**src/pec_consts.svh**
```systemverilog
// Constants of the power and energy calculation engine
// Contract
// - Each shunt conversion yields a new current and updates charge.
// - Each bus conversion yields power and energy from latest current and bus value.
// - A zero shunt calibration forces power, energy and charge to zero.
// - With one-sample averaging results load straight to outputs after each conversion.
// - With averaging, each new sample adds into its own accumulator until count reached.
// - After the last averaged set, average current and voltage, compute power, load all.
// - Energy and charge accumulate every bus and shunt conversion, never averaged.
// - Calculations run beside conversion and add no time to the cycle.
// - One ADC is time-shared between shunt, bus and temperature channels.
// - One averaging count, 1 to 1024, applies to all enabled channels.
// - Enabled channels convert one after another in sequence.
// - In triggered mode energy and charge are flagged invalid.
`ifndef PEC_CONSTS_SVH
`define PEC_CONSTS_SVH
// ----------------------------------------
// Channel codes of the input multiplexer
// ----------------------------------------
`define PEC_CH_SHUNT 2'h0
`define PEC_CH_BUS 2'h1
`define PEC_CH_TEMP 2'h2
`define PEC_CH_NONE 2'h3
// ----------------------------------------
// Scaling and reset values
// ----------------------------------------
`define PEC_CUR_SHIFT 11
`define PEC_POW_SHIFT 16
`define PEC_AVG_MAX 1024
`define PEC_ZERO 1'b0
`endif

```
**src/pec_pkg.sv**
```systemverilog
// Types shared by the power and energy calculation engine
package pec_pkg;
  // Conversion sequencer states
  typedef enum logic [0:0] {
    SEQ_IDLE,
    SEQ_CONV
  } pec_seq_e;
endpackage : pec_pkg

```
**src/pec_engine.sv**
```systemverilog
// Power, current, charge and energy calculation engine with conversion sequencer
`timescale 1ns/100ps
`include "pec_consts.svh"
module pec_engine #(
  parameter int DW = 20,
  parameter int CW = 15,
  parameter int PW = 24,
  parameter int AW = 40
) (
  // Clock and reset
  input wire logic clock,
  input wire logic rst,
  // Configuration from the register file
  input wire logic runEn,
  input wire logic trigger,
  input wire logic [2:0] chanEn,
  input wire logic [2:0] avgCode,
  input wire logic [CW-1:0] shuntCal,
  input wire logic clearAccum,
  // ADC multiplexer handshake
  output logic adcStart_q,
  output logic [1:0] adcChan_q,
  input wire logic adcDone,
  input wire logic [DW-1:0] adcData,
  // Output register loads
  output logic signed [DW-1:0] curOut_q,
  output logic [DW-1:0] busOut_q,
  output logic signed [DW-1:0] tempOut_q,
  output logic signed [PW-1:0] powOut_q,
  output logic signed [AW-1:0] chargeOut_q,
  output logic signed [AW-1:0] energyOut_q,
  output logic resultLoad_q,
  output logic accumValid_q
);
  localparam int SW = DW + 10;

  // ----------------------------------------
  // Helper functions
  // ----------------------------------------
  // Lowest enabled channel at or above start, none gives the spare code
  function automatic logic [1:0] pecFindChan(input logic [1:0] start, input logic [2:0] en);
    logic [1:0] r;
    r = `PEC_CH_NONE;
    for (int i = 2; i >= 0; i--) begin
      if (i >= int'(start) && en[i]) begin
        r = 2'(i);
      end
    end
    return r;
  endfunction : pecFindChan

  // Averaging count code to shift: 1,4,16,64,128,256,512,1024
  function automatic logic [3:0] pecAvgShift(input logic [2:0] code);
    case (code)
      3'h0: pecAvgShift = 4'h0;
      3'h1: pecAvgShift = 4'h2;
      3'h2: pecAvgShift = 4'h4;
      3'h3: pecAvgShift = 4'h6;
      3'h4: pecAvgShift = 4'h7;
      3'h5: pecAvgShift = 4'h8;
      3'h6: pecAvgShift = 4'h9;
      default: pecAvgShift = 4'hA;
    endcase
  endfunction : pecAvgShift

  // Power from a current and a bus value, used per sample and after averaging
  function automatic logic signed [PW-1:0] pecPower(input logic signed [DW-1:0] cur, input logic [DW-1:0] bus);
    logic signed [2*DW:0] p;
    p = cur * $signed({1'b0, bus});
    return PW'(p >>> `PEC_POW_SHIFT);
  endfunction : pecPower

  // ----------------------------------------
  // Combinational calculation
  // ----------------------------------------
  pec_pkg::pec_seq_e state_q;
  logic [1:0] nextChan;
  logic [1:0] firstChan;
  logic wrap;
  logic calZero;
  logic avgOn;
  logic [9:0] avgCnt_q;
  logic avgLast;
  logic loadPend_q;
  logic signed [DW-1:0] lastCur_q;
  logic signed [DW+CW:0] curProd;
  logic signed [DW-1:0] curCalc;
  logic signed [PW-1:0] powCalc;
  logic signed [SW-1:0] sumCur_q;
  logic signed [SW-1:0] sumBus_q;
  logic signed [SW-1:0] sumTemp_q;
  logic [3:0] avgSh;
  logic signed [DW-1:0] avgCur;
  logic [DW-1:0] avgBus;
  logic signed [DW-1:0] avgTemp;
  logic sampShunt;
  logic sampBus;
  logic sampTemp;

  // Channel walk and averaging status
  assign firstChan = pecFindChan(2'h0, chanEn);
  assign nextChan = pecFindChan(2'(adcChan_q + 2'h1), chanEn);
  assign wrap = state_q == pec_pkg::SEQ_CONV && adcDone && nextChan == `PEC_CH_NONE;
  assign calZero = shuntCal == '0;
  assign avgOn = avgCode != 3'h0;
  assign avgSh = pecAvgShift(avgCode);
  assign avgLast = avgCnt_q == 10'((`PEC_AVG_MAX >> (10 - int'(avgSh))) - 1);
  assign sampShunt = state_q == pec_pkg::SEQ_CONV && adcDone && adcChan_q == `PEC_CH_SHUNT;
  assign sampBus = state_q == pec_pkg::SEQ_CONV && adcDone && adcChan_q == `PEC_CH_BUS;
  assign sampTemp = state_q == pec_pkg::SEQ_CONV && adcDone && adcChan_q == `PEC_CH_TEMP;

  // Current from shunt sample, power from latest current and new bus sample
  assign curProd = $signed(adcData) * $signed({1'b0, shuntCal});
  assign curCalc = DW'(curProd >>> `PEC_CUR_SHIFT);
  assign powCalc = pecPower(lastCur_q, adcData);

  // Averages as shifts, every count is a power of two
  assign avgCur = DW'(sumCur_q >>> avgSh);
  assign avgBus = DW'(sumBus_q >>> avgSh);
  assign avgTemp = DW'(sumTemp_q >>> avgSh);

  // ----------------------------------------
  // Conversion sequencer
  // ----------------------------------------
  // Starts the next channel in the cycle the last ends, so math never stalls it
  always_ff @(posedge clock or posedge rst) begin
    if (rst) begin
      state_q <= pec_pkg::SEQ_IDLE;
      adcStart_q <= `PEC_ZERO;
      adcChan_q <= `PEC_CH_NONE;
    end else begin
      adcStart_q <= 1'b0;
      case (state_q)
        pec_pkg::SEQ_IDLE: begin
          if ((runEn || trigger) && firstChan != `PEC_CH_NONE) begin
            state_q <= pec_pkg::SEQ_CONV;
            adcStart_q <= 1'b1;
            adcChan_q <= firstChan;
          end
        end
        pec_pkg::SEQ_CONV: begin
          if (adcDone) begin
            if (nextChan != `PEC_CH_NONE) begin
              adcStart_q <= 1'b1;
              adcChan_q <= nextChan;
            end else if (firstChan == `PEC_CH_NONE || (!runEn && (!avgOn || avgLast))) begin
              state_q <= pec_pkg::SEQ_IDLE;
            end else begin
              adcStart_q <= 1'b1;
              adcChan_q <= firstChan;
            end
          end
        end
        default: state_q <= pec_pkg::SEQ_IDLE;
      endcase
    end
  end

  // ----------------------------------------
  // Averaging accumulators
  // ----------------------------------------
  // Count of completed cycles and pending load of the averaged set
  always_ff @(posedge clock or posedge rst) begin
    if (rst) begin
      avgCnt_q <= '0;
      loadPend_q <= `PEC_ZERO;
    end else begin
      loadPend_q <= wrap && avgOn && avgLast;
      if (wrap) begin
        avgCnt_q <= (avgLast || !avgOn) ? '0 : avgCnt_q + 10'h1;
      end
    end
  end

  // Sums clear on the load cycle; the ADC cannot finish in that cycle
  always_ff @(posedge clock or posedge rst) begin
    if (rst) begin
      sumCur_q <= '0;
      sumBus_q <= '0;
      sumTemp_q <= '0;
    end else if (loadPend_q || !avgOn) begin
      sumCur_q <= '0;
      sumBus_q <= '0;
      sumTemp_q <= '0;
    end else begin
      if (sampShunt) sumCur_q <= sumCur_q + SW'(curCalc);
      if (sampBus) sumBus_q <= sumBus_q + SW'({1'b0, adcData});
      if (sampTemp) sumTemp_q <= sumTemp_q + SW'($signed(adcData));
    end
  end

  // ----------------------------------------
  // Output registers
  // ----------------------------------------
  // Direct loads without averaging, averaged set after the last cycle
  always_ff @(posedge clock or posedge rst) begin
    if (rst) begin
      curOut_q <= '0;
      busOut_q <= '0;
      tempOut_q <= '0;
      powOut_q <= '0;
      lastCur_q <= '0;
      resultLoad_q <= `PEC_ZERO;
    end else begin
      resultLoad_q <= (wrap && !avgOn) || loadPend_q;
      if (sampShunt) lastCur_q <= curCalc;
      if (loadPend_q) begin
        curOut_q <= avgCur;
        busOut_q <= avgBus;
        tempOut_q <= avgTemp;
        powOut_q <= calZero ? '0 : pecPower(avgCur, avgBus);
      end else begin
        if (sampShunt && !avgOn) curOut_q <= curCalc;
        if (sampBus && !avgOn) busOut_q <= adcData;
        if (sampTemp && !avgOn) tempOut_q <= $signed(adcData);
        if (calZero) begin
          powOut_q <= '0;
        end else if (sampBus && !avgOn) begin
          powOut_q <= powCalc;
        end
      end
    end
  end

  // Charge grows every shunt conversion and energy every bus conversion, averaging bypassed
  always_ff @(posedge clock or posedge rst) begin
    if (rst) begin
      chargeOut_q <= '0;
      energyOut_q <= '0;
      accumValid_q <= `PEC_ZERO;
    end else begin
      accumValid_q <= runEn;
      if (calZero || clearAccum) begin
        chargeOut_q <= '0;
        energyOut_q <= '0;
      end else begin
        if (sampShunt) chargeOut_q <= chargeOut_q + AW'(curCalc);
        if (sampBus) energyOut_q <= energyOut_q + AW'(powCalc);
      end
    end
  end
endmodule : pec_engine

```
**config.mk**
```make
export PLATFORM = sky130hd
export DESIGN_NAME = pec_engine
export DESIGN_NICKNAME = d
export VERILOG_FILES = /design/src/pec_pkg.sv /design/src/pec_engine.sv
export VERILOG_INCLUDE_DIRS = /design/src /design/src/src
export SDC_FILE = /design/constraint.sdc
export NUM_CORES = 2
export LEC_CHECK = 0
export BUFFER_PORTS_ARGS = -buffer_cell sky130_fd_sc_hd__buf_2
export CAP_MARGIN = 10
export CORE_MARGIN = 2
export CORE_UTILIZATION = 60
export DETAILED_ROUTE_END_ITERATION = 7
export PLACE_DENSITY = 0.86
export SLEW_MARGIN = 10
export SYNTH_ARGS = -nofsm -noshare
export SYNTH_HDL_FRONTEND = slang
export SYNTH_SLANG_ARGS = --single-unit
export TNS_END_PERCENT = 5
```
**constraint.sdc**
```tcl
create_clock -name clock -period 11.5 [get_ports clock]
set_clock_uncertainty 0.15 [all_clocks]
set_input_delay 1.725 -clock clock [delete_from_list [all_inputs] [get_ports clock]]
set_output_delay 1.725 -clock clock [all_outputs]
set_load 0.005 [all_outputs]
```
==> impl_metrics.env <==
export IMPL_hold_worst_slack_ps=364
export IMPL_synth_net_count=8414
export IMPL_flow_area_growth_from_synthesis_pct=7.41
export IMPL_syn_inst=6896
export IMPL_die_area_um2=101000
export IMPL_core_rowCount=114
export IMPL_synth_flop_cell="dfrtp_1"
export IMPL_die_h_um=317
export IMPL_critical_path_n_buffers_inverters=6
export IMPL_setup_tns_ps=0
export IMPL_cts_root_to_sink_buffers=3
export IMPL_path_depth_of_the_worst_reg2reg_path=36
export IMPL_cts_hold_buffers=0
export IMPL_yosysUniqueCellTypes=93
export IMPL_timing_critical_path_required_ps=11880
export IMPL_synth_avg_cell_area_um2=8.55
export IMPL_hold_path_origin="avgCnt_q[9]$_DFFE_PP0P_"
export IMPL_most_repeated_library_cell_on_the_critical_path="fa_1"
export IMPL_timing_critical_path_depth=36
export IMPL_grt_first_pass_wirelength_mm=298
export IMPL_endpoint_kind="flip-flop"
export IMPL_failed_checks="DRC"
export IMPL_synthesis_area_um2=59000
export IMPL_nets=8502
export IMPL_portbufs=215
export IMPL_drc=2
export IMPL_worst_path_largest_cell_delay_ps=550
export IMPL_effective_utilization_at_floorplan=0.608
export IMPL_route_detailed_wl_per_inst_um=23.0
export IMPL_grt_antenna_before_repair=13
export IMPL_globalRouteOverflowTotal=0
export IMPL_run_status="finished with violations"
export IMPL_fraction_of_final_layout_cells_with_drive_strength_greater_than_1=0.0844
export IMPL_numClockSinks=291
export IMPL_yosys_warnings=0
export IMPL_clkTransAtPathRegs_ps=60
export IMPL_postSynth_asyncResetShare=1.00
export IMPL_grt_setup_unrepaired="false"
export IMPL_critPathSlowestCell="fa_1"
export IMPL_timing_reg2reg_setup_slack_ps=1060
export IMPL_final_hold_viol_count=0
export IMPL_worst_setup_path_endpoint="chargeOut_q[39]$_DFFE_PP0P_"
export IMPL_worst_path_max_fanout=18
export IMPL_min_delay_path_class="flip-flop to flip-flop"
export IMPL_via_count_of_the_first_global_routing_pass=53233
export IMPL_tritoncts_num_buffers=37
export IMPL_path_class="input pin to flip-flop"
export IMPL_edff_count_synth=0
export IMPL_r2r_end="energyOut_q[38]$_DFFE_PP0P_"
export IMPL_vias_per_cell=6.19
export IMPL_die_w_um=317
export IMPL_cts_root_buf="clkbuf_16"
export IMPL_critPathLaunch="adcData[10]"
export IMPL_groute_usage_overall=0.380
export IMPL_post_route_cell_area_um2=63300
export IMPL_via_count=51337
export IMPL_max_slew_worst_pin_slew_ps=1230
export IMPL_initialDrtViolationCount=5276
export IMPL_post_dp_hpwl_mm=148
export IMPL_worstReg2RegStart="lastCur_q[7]$_DFFE_PP0P_"
export IMPL_max_slew_margin=0.182
export IMPL_boundaryPins=216
export IMPL_postRouteWirelength_mm=191
export IMPL_detail_route_antenna_nets=0
export IMPL_gp_congestion=1.01
export IMPL_ys_ff_latch=291
export IMPL_core_area_um2=97000
export IMPL_maxCapViolCount=0
export IMPL_path_delay_family="adder cells"
export IMPL_sequential_to_total_area_share_from_yosys_stat=0.124
export IMPL_insertion_delay_ps=620
export IMPL_critPathArrivalTime_ps=11330
export IMPL_placed_area_um2=61900
export IMPL_final_max_slew_violation_count=0
export IMPL_cts_tree="built"
export IMPL_grt_max_degree=141
export IMPL_drt_pre_antenna_iters=8
export IMPL_htreeDepth=2
export IMPL_report_final_setup_viol=0
export IMPL_fin_crit_sh=0.952
export IMPL_max_clock_freq_mhz=91.4
export IMPL_start_kind="input pin"
export IMPL_finalWorstPathRequiredPeriod_ps=10950
export IMPL_final_core_util=0.653
[synthesized netlist by cell type (8+ instances only)]
master    instances  area share
a21oi_1         366       0.031
nor2_1          466       0.030
o31a_1           13      0.0019
o21a_1           44      0.0056
o21ai_0         191       0.016
buf_1            36      0.0023
clkbuf_1        306       0.019
a21o_1           91       0.012
mux2i_1         162       0.028
nand3_1          75      0.0064
and2_1          388       0.041
nand2b_1         61      0.0065
inv_1          1078       0.069
o31ai_1          24      0.0031
o22ai_1          10      0.0011
a221oi_1         10      0.0015
a31oi_1          43      0.0046
dfrtp_1         289        0.12
buf_2            32      0.0027
xnor2_1         142       0.021
a311oi_1          8      0.0012
or2_2            12      0.0013
nand2_1         959       0.061
or3_1            27      0.0029
nand4_1          29      0.0031
xor2_1           73       0.011
and3_1           36      0.0038
mux4_2           13      0.0050
fa_1            904        0.31
nor2b_1          36      0.0038
a41oi_1           9      0.0013
o211ai_1         47      0.0060
or4_1            14      0.0018
nor3_1           50      0.0042
ha_1            567        0.12
o21bai_1         33      0.0042
nor4_1           11      0.0012
a211oi_1         68      0.0087
nand3b_1         13      0.0017
o21ai_1          13      0.0011
mux2_2           21      0.0040
[layer usage]
| layer | share of wire | global-route usage |
|---|---|---|
| met1 | 0.36 | 0.471 |
| met5 | 0.00046 | 0 |
| met4 | 0.079 | 0.242 |
| met2 | 0.43 | 0.579 |
| met3 | 0.13 | 0.120 |
[how the worst min path moves through the flow]
stage	endpoint	slack [ps]	cells after the start
5_1_grt	avgCnt_q[9]$_DFFE_PP0P_	410	1
6_report	avgCnt_q[9]$_DFFE_PP0P_	360	1
2_1_floorplan	avgCnt_q[3]$_DFFE_PP0P_	310	1
3_5_place_dp	avgCnt_q[3]$_DFFE_PP0P_	350	1
3_3_place_gp	avgCnt_q[3]$_DFFE_PP0P_	340	1
4_1_cts	avgCnt_q[9]$_DFFE_PP0P_	370	1
[cell type report]
| type | count | area, um^2 |
|---|---|---|
| Antenna cell | 2 | 5.00 |
| Clock buffer | 47 | 1030 |
| Clock inverter | 19 | 334 |
| Fill cell | 7765 | 33700 |
| Inverter | 1078 | 4050 |
| Multi-Input combinational cell | 5150 | 46300 |
| Sequential cell | 291 | 7290 |
| Tap cell | 1276 | 1600 |
| Timing Repair Buffer | 426 | 2740 |
[state kept, by name (all words and copies together), names as in the netlist]
signal,count
state_q,1
sumBus_q,30
resultLoad_q,1
accumValid_q,1
adcChan_q,2
adcStart_q,1
sumCur_q,30
curOut_q,20
chargeOut_q,40
sumTemp_q,30
lastCur_q,20
loadPend_q,1
powOut_q,24
busOut_q,20
energyOut_q,40
tempOut_q,20
avgCnt_q,10
[repair_timing]
action,4_1_cts,5_1_grt
setup buffers,0,0
resized for setup,0,1
endpoints found under the setup margin,0,1
[cell families (layout without fill, tap and decap cells)]
group	count (synthesis)	count (layout)	synth area share
compound gates	1054	1054	0.114
xor+xnor	215	215	0.0319
fa+ha+maj	1471	1471	0.427
buf+inv	1455	1570	0.0935
flops	291	291	0.124
mux	196	196	0.0365
other cells	0	2	0
simple gates	2214	2214	0.174
[metrics by stage]
| step | cells | setup WS, ps |
|---|---|---|
| after floorplan | 6896 | 442 |
| after global placement | 8221 | 266 |
| after detailed placement | 8221 | 20.1 |
| after CTS | 8287 | 590 |
| after global routing | 8287 | 79.5 |
| final | 8289 | 554 |
[placed cells by master, fill, tap and decap left out, types with 14 or more instances in the layout]
cell type     n
o211ai_1     47
xnor2_1     140
dfrtp_1     288
nand2_1     959
nand3_1      73
a21o_1       91
ha_1        567
nor3_1       49
nor2b_1      36
mux2i_1     162
or4_1        14
and2_1      388
a21oi_1     365
nand2b_1     59
nor2_1      465
o21a_1       44
buf_4       206
xor2_1       73
and3_1       34
mux2_2       21
o21ai_0     187
a31oi_1      41
nand4_1      29
buf_2       214
fa_1        904
o31ai_1      23
o21ai_1      16
or3_1        27
inv_1      1076
o21bai_1     33
clkbuf_16    37
a211oi_1     67
Power is left out: the tool's default activity adds up to more than one toggle a clock period on the data nets, which glitch-free logic cannot reach.
